**src/posmux_defines.vh**
```
// register map, field layout and reset values of the pin output source mux
`ifndef POSMUX_DEFINES_VH
`define POSMUX_DEFINES_VH

`define POSMUX_ADDR_W          4
`define POSMUX_OFF_CTRL        4'h0
`define POSMUX_OFF_STATUS      4'h4
`define POSMUX_OFF_PORT_EN     4'h8
`define POSMUX_OFF_TX_MAP      4'hC

`define POSMUX_CTRL_RESET      8'h00
`define POSMUX_PORT_EN_RESET   4'hF
`define POSMUX_TX_MAP_RESET    8'hFF

`define POSMUX_SEL_HI          7
`define POSMUX_SEL_LO          5
`define POSMUX_SRC_HI          4
`define POSMUX_SRC_LO          2
`define POSMUX_VAL_BIT         1
`define POSMUX_EN_BIT          0

`define POSMUX_SRC_DEV         3'h4
`define POSMUX_SRC_RSVD        3'h5
`define POSMUX_SRC_TX0         3'h6
`define POSMUX_SRC_TX1         3'h7

`define POSMUX_SEL_LOCK        3'h4
`define POSMUX_SEL_PASS        3'h5
`define POSMUX_SEL_FV          3'h6
`define POSMUX_SEL_LV          3'h7

`define POSMUX_DSEL_VAL        3'h0
`define POSMUX_DSEL_LOCK_OR    3'h1
`define POSMUX_DSEL_PASS_AND_A 3'h2
`define POSMUX_DSEL_PASS_AND_B 3'h3
`define POSMUX_DSEL_FSYNC      3'h4

`define POSMUX_TSEL_PASS_AND   3'h0
`define POSMUX_TSEL_PASS_OR    3'h1
`define POSMUX_TSEL_FV         3'h2
`define POSMUX_TSEL_LV         3'h3
`define POSMUX_TSEL_SYNC       3'h4
`define POSMUX_TSEL_IRQ        3'h5

`endif

```
**src/posmux_rx_select.v**
```verilog
// per-receive-port signal select
`timescale 1ns/1ps
`include "posmux_defines.vh"

module posmux_rx_select (
    input  wire [3:0] remote_pins_i,
    input  wire       lock_i,
    input  wire       pass_i,
    input  wire       frame_valid_i,
    input  wire       line_valid_i,
    input  wire [2:0] pin_output_select_i,
    output reg        bit_o
);

    always @* begin
        case (pin_output_select_i)
            3'h0, 3'h1, 3'h2, 3'h3: bit_o = remote_pins_i[pin_output_select_i[1:0]];
            `POSMUX_SEL_LOCK:      bit_o = lock_i;
            `POSMUX_SEL_PASS:      bit_o = pass_i;
            `POSMUX_SEL_FV:        bit_o = frame_valid_i;
            `POSMUX_SEL_LV:        bit_o = line_valid_i;
            default:               bit_o = 1'b0;
        endcase
    end

endmodule // posmux_rx_select

```
**src/posmux_top.v**
```verilog
// pin 5 output source mux with classic wishbone register slave
`timescale 1ns/1ps
`include "posmux_defines.vh"

// Notes on behaviour
// - source bits 4:2 pick rx port 0-3, device status, or tx port 0/1.
// - source code 101 is reserved and drives nothing valid.
// - rx source, select 000-011 routes that port's remote pin 0-3.
// - rx source, select 100 gives port lock, 101 gives port pass.
// - rx source, select 110 gives frame valid, 111 gives line valid.
// - device status, select 000 drives the register's output value bit.
// - device status, select 001 drives OR of locks of enabled rx ports.
// - device status, selects 010 and 011 drive AND of enabled ports' pass.
// - device status, select 100 drives frame sync; 101-111 reserved.
// - tx source, select 000 gives AND of pass of feeding rx ports.
// - tx source, select 001 gives OR of pass of feeding rx ports.
// - tx source, select 010 high during frame, 011 during line.
// - tx source, select 100 shows multi-port data synchronised.
// - tx source, select 101 gives tx port interrupt; 110-111 reserved.
// - bit 1 holds the level driven when register value is selected.
// - bit 0 gates the output driver, 0 off, 1 on.
module posmux_top (
    input  wire        clk_i,
    input  wire        rst_i,
    input  wire        wb_cyc_i,
    input  wire        wb_stb_i,
    input  wire        wb_we_i,
    input  wire [3:0]  wb_adr_i,
    input  wire [31:0] wb_dat_i,
    input  wire [3:0]  wb_sel_i,
    output reg  [31:0] wb_dat_o,
    output reg         wb_ack_o,
    output reg         wb_err_o,
    input  wire [15:0] remote_pin_i,
    input  wire [3:0]  rx_lock_i,
    input  wire [3:0]  rx_pass_i,
    input  wire [3:0]  rx_frame_valid_i,
    input  wire [3:0]  rx_line_valid_i,
    input  wire        frame_sync_pulse_i,
    input  wire [1:0]  tx_frame_active_i,
    input  wire [1:0]  tx_line_active_i,
    input  wire [1:0]  tx_synced_i,
    input  wire [1:0]  tx_irq_i,
    output reg         general_pin_5_o,
    output reg         general_pin_5_oe_o
);

    ////////////////////////////////////////////////////////////////////////
    // registers

    reg  [7:0] ctrl_q;
    reg  [3:0] port_en_q;
    reg  [7:0] tx_map_q;

    wire [2:0] pin_output_select = ctrl_q[`POSMUX_SEL_HI:`POSMUX_SEL_LO];
    wire [2:0] pin_output_source = ctrl_q[`POSMUX_SRC_HI:`POSMUX_SRC_LO];
    wire       pin_output_value  = ctrl_q[`POSMUX_VAL_BIT];
    wire       pin_output_enable = ctrl_q[`POSMUX_EN_BIT];

    function is_mapped;
        input [3:0] adr;
        begin
            is_mapped = (adr == `POSMUX_OFF_CTRL) || (adr == `POSMUX_OFF_STATUS) ||
                        (adr == `POSMUX_OFF_PORT_EN) || (adr == `POSMUX_OFF_TX_MAP);
        end
    endfunction

    // one wait state: ack registered, dropped the cycle after it was given
    wire req = wb_cyc_i & wb_stb_i & ~wb_ack_o & ~wb_err_o;
    wire wr  = req & wb_we_i & wb_sel_i[0] & is_mapped(wb_adr_i);

    always @(posedge clk_i) begin
        if (rst_i) begin
            ctrl_q    <= `POSMUX_CTRL_RESET;
            port_en_q <= `POSMUX_PORT_EN_RESET;
            tx_map_q  <= `POSMUX_TX_MAP_RESET;
        end else if (wr) begin
            case (wb_adr_i)
                `POSMUX_OFF_CTRL:    ctrl_q    <= wb_dat_i[7:0];
                `POSMUX_OFF_PORT_EN: port_en_q <= wb_dat_i[3:0];
                `POSMUX_OFF_TX_MAP:  tx_map_q  <= wb_dat_i[7:0];
                default:             ctrl_q    <= ctrl_q;
            endcase
        end
    end

    ////////////////////////////////////////////////////////////////////////
    // source selection

    wire [3:0] rx_bit;
    wire [1:0] tx_bit;

    genvar g;
    generate
        for (g = 0; g < 4; g = g + 1) begin : g_rx
            posmux_rx_select u_rx (
                .remote_pins_i       (remote_pin_i[4*g+3:4*g]),
                .lock_i              (rx_lock_i[g]),
                .pass_i              (rx_pass_i[g]),
                .frame_valid_i       (rx_frame_valid_i[g]),
                .line_valid_i        (rx_line_valid_i[g]),
                .pin_output_select_i (pin_output_select),
                .bit_o               (rx_bit[g])
            );
        end
        for (g = 0; g < 2; g = g + 1) begin : g_tx
            posmux_tx_select u_tx (
                .rx_pass_i           (rx_pass_i),
                .feed_map_i          (tx_map_q[4*g+3:4*g]),
                .frame_active_i      (tx_frame_active_i[g]),
                .line_active_i       (tx_line_active_i[g]),
                .synced_i            (tx_synced_i[g]),
                .irq_i               (tx_irq_i[g]),
                .pin_output_select_i (pin_output_select),
                .bit_o               (tx_bit[g])
            );
        end
    endgenerate

    // no port enabled: and reads low rather than vacuously high
    wire lock_or  = |(rx_lock_i & port_en_q);
    wire pass_and = (|port_en_q) & (&(rx_pass_i | ~port_en_q));

    reg dev_bit;
    always @* begin
        case (pin_output_select)
            `POSMUX_DSEL_VAL:        dev_bit = pin_output_value;
            `POSMUX_DSEL_LOCK_OR:    dev_bit = lock_or;
            `POSMUX_DSEL_PASS_AND_A: dev_bit = pass_and;
            `POSMUX_DSEL_PASS_AND_B: dev_bit = pass_and;
            `POSMUX_DSEL_FSYNC:      dev_bit = frame_sync_pulse_i;
            default:                 dev_bit = 1'b0;
        endcase
    end

    reg src_bit;
    reg src_ok;
    always @* begin
        src_ok = 1'b1;
        case (pin_output_source)
            3'h0, 3'h1, 3'h2, 3'h3: src_bit = rx_bit[pin_output_source[1:0]];
            `POSMUX_SRC_DEV:       src_bit = dev_bit;
            `POSMUX_SRC_TX0:       src_bit = tx_bit[0];
            `POSMUX_SRC_TX1:       src_bit = tx_bit[1];
            default: begin
                src_bit = 1'b0;
                src_ok  = 1'b0;
            end
        endcase
    end

    ////////////////////////////////////////////////////////////////////////
    // pin and bus outputs, one register stage

    always @(posedge clk_i) begin
        if (rst_i) begin
            general_pin_5_o    <= 1'b0;
            general_pin_5_oe_o <= 1'b0;
        end else begin
            // reserved source: driver stays off rather than drive junk
            general_pin_5_oe_o <= pin_output_enable & src_ok;
            general_pin_5_o    <= pin_output_enable & src_ok & src_bit;
        end
    end

    always @(posedge clk_i) begin
        if (rst_i) begin
            wb_ack_o <= 1'b0;
            wb_err_o <= 1'b0;
            wb_dat_o <= 32'h0000_0000;
        end else begin
            wb_ack_o <= req & is_mapped(wb_adr_i);
            wb_err_o <= req & ~is_mapped(wb_adr_i);
            wb_dat_o <= 32'h0000_0000;
            if (req & ~wb_we_i) begin
                case (wb_adr_i)
                    `POSMUX_OFF_CTRL:    wb_dat_o <= {24'h00_0000, ctrl_q};
                    `POSMUX_OFF_STATUS:  wb_dat_o <= {29'h0000_0000, src_ok, general_pin_5_oe_o,
                                                      general_pin_5_o};
                    `POSMUX_OFF_PORT_EN: wb_dat_o <= {28'h000_0000, port_en_q};
                    `POSMUX_OFF_TX_MAP:  wb_dat_o <= {24'h00_0000, tx_map_q};
                    default:             wb_dat_o <= 32'h0000_0000;
                endcase
            end
        end
    end

endmodule // posmux_top

```
**src/posmux_tx_select.v**
```verilog
// per-transmit-port signal select
`timescale 1ns/1ps
`include "posmux_defines.vh"

module posmux_tx_select (
    input  wire [3:0] rx_pass_i,
    input  wire [3:0] feed_map_i,
    input  wire       frame_active_i,
    input  wire       line_active_i,
    input  wire       synced_i,
    input  wire       irq_i,
    input  wire [2:0] pin_output_select_i,
    output reg        bit_o
);

    // no feeding port: and reads low, so an unmapped port never looks healthy
    wire pass_and = (|feed_map_i) & (&(rx_pass_i | ~feed_map_i));
    wire pass_or  = |(rx_pass_i & feed_map_i);

    always @* begin
        case (pin_output_select_i)
            `POSMUX_TSEL_PASS_AND: bit_o = pass_and;
            `POSMUX_TSEL_PASS_OR:  bit_o = pass_or;
            `POSMUX_TSEL_FV:       bit_o = frame_active_i;
            `POSMUX_TSEL_LV:       bit_o = line_active_i;
            `POSMUX_TSEL_SYNC:     bit_o = synced_i;
            `POSMUX_TSEL_IRQ:      bit_o = irq_i;
            default:               bit_o = 1'b0;
        endcase
    end

endmodule // posmux_tx_select

```
**config.mk**
```make
export PLATFORM = sky130hd
export DESIGN_NAME = posmux_top
export DESIGN_NICKNAME = d
export VERILOG_FILES = /design/src/posmux_rx_select.v /design/src/posmux_top.v /design/src/posmux_tx_select.v
export VERILOG_INCLUDE_DIRS = /design/src
export SDC_FILE = /design/constraint.sdc
export NUM_CORES = 1
export LEC_CHECK = 0
export BUFFER_PORTS_ARGS = -buffer_cell sky130_fd_sc_hd__buf_4
export CAP_MARGIN = 20
export CORE_MARGIN = 2
export CORE_UTILIZATION = 44
export DETAILED_ROUTE_END_ITERATION = 10
export PLACE_DENSITY = 0.81
export SYNTH_ARGS = -nofsm -noshare
export SYNTH_HDL_FRONTEND = slang
export SYNTH_SLANG_ARGS = --single-unit
```
**constraint.sdc**
```tcl
create_clock -name clk_i -period 2.4 [get_ports clk_i]
set_input_delay 0 -clock clk_i [delete_from_list [all_inputs] [get_ports clk_i]]
set_output_delay 0 -clock clk_i [all_outputs]
set_load 0.05 [all_outputs]
```
==> impl_metrics.csv, run 1 <==
group,metric,value,unit
synthesis,ys_ff_latch,32,
clocking,cts-root-buf,"clkbuf_8",
critical_path,ff2ff_setup_slack,400,ps
critical_path,crit_path_start_kind,"flip-flop",
grt,grt_remaining_overflow,0,
timing,period_minus_slack,1998,ps
power_and_ir_drop,clkPwrFrac,38.5,%
drt,wl_per_cell,14.36,microns
timing,skew,10.25,ps
final_layout,final_cell_area,2795,sq um
grt,grt_use_total,20.87,%
timing,drv_slew,0,
final_layout,ff_latch_area,640.6,sq um
power_and_ir_drop,peakVddDrop,0.2616,mV
timing,timing.fmax,500.6,MHz
placed_design,dp_slack,378.9,ps
timing,fin_tns_setup,0,ps
drt,first_pass_iters,4,
power_and_ir_drop,leakagePower,0.001245,uW
critical_path,path_max_fanout,10,
drt,num_vias,2081,
final_layout,fin_nets,414,
timing,fin_crit_sh,83.23,%
die,core_area,4629,sq um
grt,antenna_found_initial,0,
placed_design,port_buffers,70,
worst_hold_path,hold_path.startpoint,"rst_i",
critical_path,r2r_start,"ctrl_q[6]",
timing,setup_viol,0,
clocking,cts_max_level,2,
die,pin_count,122,
synthesis,synth-main-ff-cell,"dfxtp_1",
clocking,post_cts_buffers,0,
die,placementRows,25,
critical_path,end_kind,"flip-flop",
critical_path,cp.arrival,2180,ps
placed_design,dp.cells,363,
synthesis,syn-instance-count,248,
drt,drtIter0Drc,126,
final_layout,fillers,421,
placed_design,place.gp.congestion,0.8860,
clocking,max-clock-path-buffers,2,
worst_hold_path,holdPathStages,2,
synthesis,ys.warnings.count,0,
synthesis,synth_edf_count,0,
synthesis,avgSynthCellArea,8.380,sq um
grt,grt_pass1_wl,8.611,mm
power_and_ir_drop,comb_power_share,20.1,%
timing,rsz0062_at_grt,"false",
critical_path,r2r_end,"general_pin_5_o",
die,die_area,5289,sq um
drt,drt-total-wl,5.501,mm
die,initial_core_util,44.89,%
critical_path,critical_path_class,"flip-flop to flip-flop",
placed_design,dp_hpwl,4.129,mm
timing,hold_violations,0,
critical_path,r2r.worst_path.cells,7,
status,outcome,"finished, final reports clean",
synthesis,postSynth.asyncResetShare,0,%
final_layout,drive_gt1_share,30.09,%
final_layout,n_antenna_cell,0,
drt,final_antenna_net_count,0,
synthesis,netlist_area,2078,sq um
drt,via_per_inst,5.433,
final_layout,area_growth,34.50,%
final_layout,multi_input_area,1232,sq um
die,die_y,72.73,microns
worst_hold_path,holdPathEnd,"ctrl_q[1]",
worst_hold_path,hold_path.class,"input pin to flip-flop",
power_and_ir_drop,seq_power_share,41.5,%
drt,drc_errors,0,
placed_design,dpl_cell_area,2567,sq um
timing,setup_slack,402.5,ps
synthesis,yosysSeqAreaShare,30.82,%
run,drv_cap,0,
power_and_ir_drop,swShare,26.64,%
power_and_ir_drop,powerDensity,463.1,nW/um^2
grt,first_global_vias,1820,
clocking,clkSinkCount,32,
critical_path,cp_data_required_time,2580,ps
clocking,cts_tree,"yes",
die,chipWidth,72.73,microns
clocking,clock_latency,280,ps
power_and_ir_drop,p_switching,344.9,uW
clocking,worst_setup_hold_path_clk_slew,70,ps
grt,grt_max_degree,23,
clocking,numCtsBuffers,5,
synthesis,synth.distinct_cells,42,
power_and_ir_drop,intPower,949.6,uW
final_layout,fin_cells,383,
-- worst max-delay path by stage --
stage / slack [ps] / cells after the start / to / start
final: 400 / 7 / general_pin_5_o / ctrl_q[6]
after global routing: 270 / 7 / general_pin_5_o / ctrl_q[6]
after CTS: 380 / 7 / general_pin_5_o / ctrl_q[6]
after detailed placement: 380 / 7 / general_pin_5_o / ctrl_q[6]
after global placement: 410 / 7 / general_pin_5_o / ctrl_q[6]
after floorplan: 560 / 4 / wb_dat_o[2] / wb_ack_o
-- final cells by class --
class / count / share of cell area [%]
Clock buffer: 6 / 2.596
Clock inverter: 2 / 1.253
Inverter: 13 / 1.746
Multi-Input combinational cell: 187 / 44.09
Sequential cell: 32 / 22.92
Tap cell: 54 / 2.417
Timing Repair Buffer: 89 / 24.98
-- timing repair --
item,CTS,global route
hold buffers,12,0
resized for setup,0,0
endpoints found under the hold margin,16,0
-- power by group through the flow --
stage / clock network (uW) / logic [uW] / registers [uW]
floorplan: 0 / 172 / 553
global placement: 0 / 241 / 548
detailed placement: 0 / 243 / 548
CTS: 501 / 259 / 537
global route: 522 / 276 / 537
finish: 498 / 260 / 537
-- metal layers --
metal  vias to the layer above  track usage (%)  share of wire, %
li1                       1001                -                 -
met1                       980            27.38                42
met2                        88            34.24                49
met3                        12            5.110               7.7
met4                         0            5.761               2.0
met5                         -                0                 0
-- worst max-delay path: stages (launching register included) --
cell      delay, ps
dfxtp_1         590
buf_4           220
mux4_2          280
nand2b_1        150
and4_4          180
nor4_2          260
nor2_1           70
o21a_1          160
-- placed cells by master, fill, tap and decap left out, types with 2 or more instances in the layout --
cell type and count:
nor2b_1 5, mux2i_1 8, nand3_1 18, a21oi_1 12, o22ai_1 4, conb_1 24
nor4_1 2, dfxtp_1 32, inv_1 13, nand2_1 20, a22oi_1 9, o2111ai_1 2
mux4_2 7, clkbuf_8 5, mux2_2 3, nand3b_1 9, nand2b_1 11, a211o_1 5
nor3_1 2, buf_4 77, o221ai_1 2, a311oi_1 2, a211oi_1 2, dlygate4sd3_1 12
nor2_1 23
-- flip-flops by register name (all words and copies together) (netlist names) --
signal / count
wb_ack_o: 1
wb_dat_o: 8
tx_map_q: 8
wb_err_o: 1
general_pin_5_o: 1
ctrl_q: 8
general_pin_5_oe_o: 1
port_en_q: 4
-- synth_stat cells, types with 2 or more instances --
cell       number  area [sq um]
a21oi_1        12         60.06
nand2_1        20         75.07
o2111ai_1       2         17.52
inv_1          13         48.80
a22oi_1         9         67.56
dfxtp_1        32         640.6
clkbuf_1       10         37.54
nor3_1          2         10.01
a311oi_1        2         17.52
mux4_2          7         157.7
o221ai_1        2         17.52
a211oi_1        2         15.01
nand2b_1       11         68.82
nor2_1         23         86.33
buf_4          24         180.2
a211o_1         5         43.79
nor2b_1         5         31.28
nand3_1        18         90.09
buf_2           5         25.02
nand3b_1        9         67.56
nor4_1          2         12.51
mux2_2          3         33.78
o22ai_1         4         25.02
mux2i_1         8         80.08
-- cells by family (layout without fill, tap and decap cells) --
| kind of cell | Yosys count | count (layout) | synth area share, % |
|---|---|---|---|
| and+or+nand+nor | 98 | 98 | 25.47 |
| other | 1 | 24 | 0.1804 |
| AOI/OAI and AO/OA | 47 | 47 | 16.44 |
| DFF | 32 | 32 | 30.82 |
| buffers and inverters | 52 | 110 | 14.03 |
| muxes | 18 | 18 | 13.06 |
-- through the flow --
stage	total power (uW)	utilization (%)	hold slack, ps
after floorplan	725.1	-	75.90
after global placement	789.1	55.46	186.6
after detailed placement	791.9	55.46	198.5
after CTS	1297	60.38	34.09
after global routing	1334	60.38	51.76
final	1294	60.38	43.02
No activity file was read; power rests on OpenSTA's default activity.
==> run 2: changes to the inputs <==
ABC_AREA = 1   (was not set)
CORE_UTILIZATION = 41   (was 44)
PLACE_DENSITY = 0.77   (was 0.81)
clock period = 1.7 ns   (was 2.4 ns; I/O delays follow)
==> run 2 against run 1 <==
Compared with the run above:
- sequential cell count unchanged
- total power grew 33%
- register-to-register slack lost 230 ps
- critical path depth is 3 higher
- global-route usage is 1.2 points higher
- non-clock buffer count up 2
- synthesized cell count grew 46%
- sequential share of layout area shrank 1.3 points
- sequential power grew 40%
- critical endpoint unchanged
- largest cell class unchanged
==> impl_metrics.csv, run 2 <==
group,metric,value,unit
final_layout,drive_gt1_share,23.21,%
die,core_area,5205,sq um
synthesis,avgSynthCellArea,6.201,sq um
critical_path,critPathSlowestCell,"dfxtp_1",
grt,antenna_found_initial,0,
synthesis,syn-instance-count,363,
final_layout,top_regs,"ctrl_q: 8 flops, tx_map_q: 8 flops, wb_dat_o: 8 flops",
grt,grt_pass1_wl,10.71,mm
final_layout,fillers,534,
critical_path,path_max_fanout,14,
drt,drt-total-wl,6.525,mm
timing,timing.fmax,652.6,MHz
clocking,worst_setup_hold_path_clk_slew,70,ps
final_layout,n_antenna_cell,0,
status,outcome,"finished, final reports clean",
die,initial_core_util,43.25,%
grt,grt_use_total,22.06,%
timing,period_minus_slack,1532,ps
drt,m1WireLength,2.649,mm
grt,grt_max_degree,17,
critical_path,r2r.worst_path.cells,10,
drt,drc_errors,0,
die,die_y,78.10,microns
synthesis,postSynth.asyncResetShare,0,%
synthesis,netlist_area,2251,sq um
clocking,numCtsBuffers,5,
critical_path,critPathTopFamily,"simple AND/OR/NAND/NOR gates",
critical_path,r2r_start,"ctrl_q[5]",
clocking,cts_max_level,2,
clocking,max-clock-path-buffers,2,
clocking,cts-root-buf,"clkbuf_8",
synthesis,netlist.area_leader.share,28.46,%
synthesis,yosys.area.top_type,"dfxtp_1",
timing,rsz0062_at_grt,"false",
critical_path,cp_data_required_time,1920,ps
critical_path,r2r_end,"general_pin_5_o",
synthesis,synth.distinct_cells,31,
final_layout,multi_input_area,1269,sq um
critical_path,cp.depth,10,
final_layout,final_common_cell,"nand2_1",
worst_hold_path,hold_path.startpoint,"wb_cyc_i",
synthesis,synth_edf_count,0,
synthesis,yosysSeqAreaShare,28.46,%
timing,fin_tns_setup,0,ps
synthesis,ys_top_cells_by_area,"dfxtp_1 (28%), nand2_1 (20%), buf_4 (8.0%)",
drt,num_vias,2576,
die,die_area,6099,sq um
timing,drv_slew,0,
drt,drtIter0Drc,142,
die,chipWidth,78.10,microns
timing,setup_viol,0,
grt,grt_remaining_overflow,0,
drt,final_antenna_net_count,0,
critical_path,ff2ff_setup_slack,170,ps
die,placementRows,26,
synthesis,yosys-top-cells-count,"nand2_1 (121), inv_1 (38), dfxtp_1 (32)",
run,drv_cap,0,
critical_path,critical_path_class,"flip-flop to flip-flop",
critical_path,critPathMostFrequentCell,"nand2_1",
timing,fin_crit_sh,90.14,%
timing,hold_violations,0,
critical_path,crit_chain,"buf_4 -> nor2_1 -> nand3_1 -> nand2_1 -> inv_1 -> nand2_1 -> nand3_1 -> nand2_1 -> o21ai_0 -> a21oi_1",
drt,wl_met3,606,microns
clocking,clkSinkCount,32,
worst_hold_path,hold_path.class,"input pin to flip-flop",
synthesis,synthMostInstantiatedCell,"nand2_1",
drt,wl_per_cell,12.60,microns
synthesis,ys.warnings.count,0,
final_layout,ff_latch_area,641.9,sq um
placed_design,dp_hpwl,5.046,mm
placed_design,place.gp.congestion,0.9237,
power_and_ir_drop,leakagePower,0.001577,uW
drt,highest_layer,"met4",
die,pin_count,122,
critical_path,end_kind,"flip-flop",
clocking,clock_latency,290,ps
placed_design,port_buffers,70,
timing,skew,2.444,ps
critical_path,crit_start,"ctrl_q[5]",
power_and_ir_drop,peakVddDrop,0.4195,mV
synthesis,ys_ff_latch,32,
drt,via_per_inst,4.973,
critical_path,endpoint,"general_pin_5_o",
critical_path,cp.arrival,1760,ps
final_layout,final_cell_mix,"nand2_1 (121), buf_4 (81), inv_1 (36)",
drt,route.met2.wl,3.112,mm
critical_path,crit_path_start_kind,"flip-flop",
final_layout,area_growth,32.02,%
synthesis,synth-main-ff-cell,"dfxtp_1",
drt,first_pass_iters,5,
final_layout,fin_nets,533,
critical_path,max_stage_delay,360,ps
final_layout,post-route-util,57.09,%
power_and_ir_drop,powerDensity,581.0,nW/um^2
grt,first_global_vias,2419,
critical_path,cp_num_buf_inv,2,
clocking,cts_tree,"yes",
run 2: timing repair:
item	4_1_cts	5_1_grt
setup endpoints to repair	0	2
hold buffers	10	0
setup buffers	0	3
resized for setup	0	4
endpoints found under the hold margin	15	0
run 2: area by class of cell:
class / count / area share (%)
multi-input cells: 275 / 42.69
flip-flops and latches: 32 / 21.60
clock inverters: 1 / 0.2526
well taps: 70 / 2.947
repair buffers: 91 / 23.83
inverters: 42 / 5.768
clock buffers: 7 / 2.905
run 2: logic make-up after synthesis:
logic type             count (synthesis)  share of synthesized area (%)
flip-flops                            32                          28.46
buffers and inverters                 79                          19.01
AND/OR/NAND/NOR                      202                          39.80
AO/OA/AOI/OAI                         49                          12.56
other                                  1                         0.1666
run 2: worst min-delay path by stage:
| stage | to | slack (ps) | depth (start not counted) |
|---|---|---|---|
| floorplan | tx_map_q[5] | 110 | 2 |
| global placement | tx_map_q[5] | 210 | 3 |
| CTS | wb_err_o | 3 | 3 |
| detailed placement | tx_map_q[6] | 220 | 3 |
| finish | wb_err_o | 10 | 3 |
| global route | wb_err_o | 30 | 3 |
run 2: through the flow:
| step | std cells | hold slack [ps] | total power (uW) | setup WS, ps | area [sq um] |
|---|---|---|---|---|---|
| after detailed placement | 497 | 219.5 | 1103 | 103.1 | 2743 |
| final | 518 | 13.06 | 1727 | 167.7 | 2972 |
| after global placement | 497 | 214.3 | 1101 | 159.4 | 2743 |
| after global routing | 518 | 32.65 | 1789 | 7.812 | 2972 |
| after CTS | 515 | 3.115 | 1735 | 95.12 | 2937 |
| after floorplan | 386 | 108.8 | 1014 | 186.3 | 2337 |
run 2: metal layers:
metal  vias up  GRT usage (%)
met3        18          3.793
met4         0          10.18
met5         -              0
met1      1135          27.66
met2       135          36.98
li1       1288              -
run 2: report_power, final:
part / switching (uW) / total, uW / internal (uW)
clock network: 288 / 616 / 329
logic: 225 / 357 / 133
registers: 1.39 / 753 / 752
total: 514 / 1730 / 1210
run 2: worst reg2reg max path: stages (launching register included):
cell	delay [ps]
dfxtp_1	360
buf_4	200
nor2_1	300
nand3_1	110
nand2_1	80
inv_1	40
nand2_1	70
nand3_1	70
nand2_1	50
o21ai_0	60
a21oi_1	120
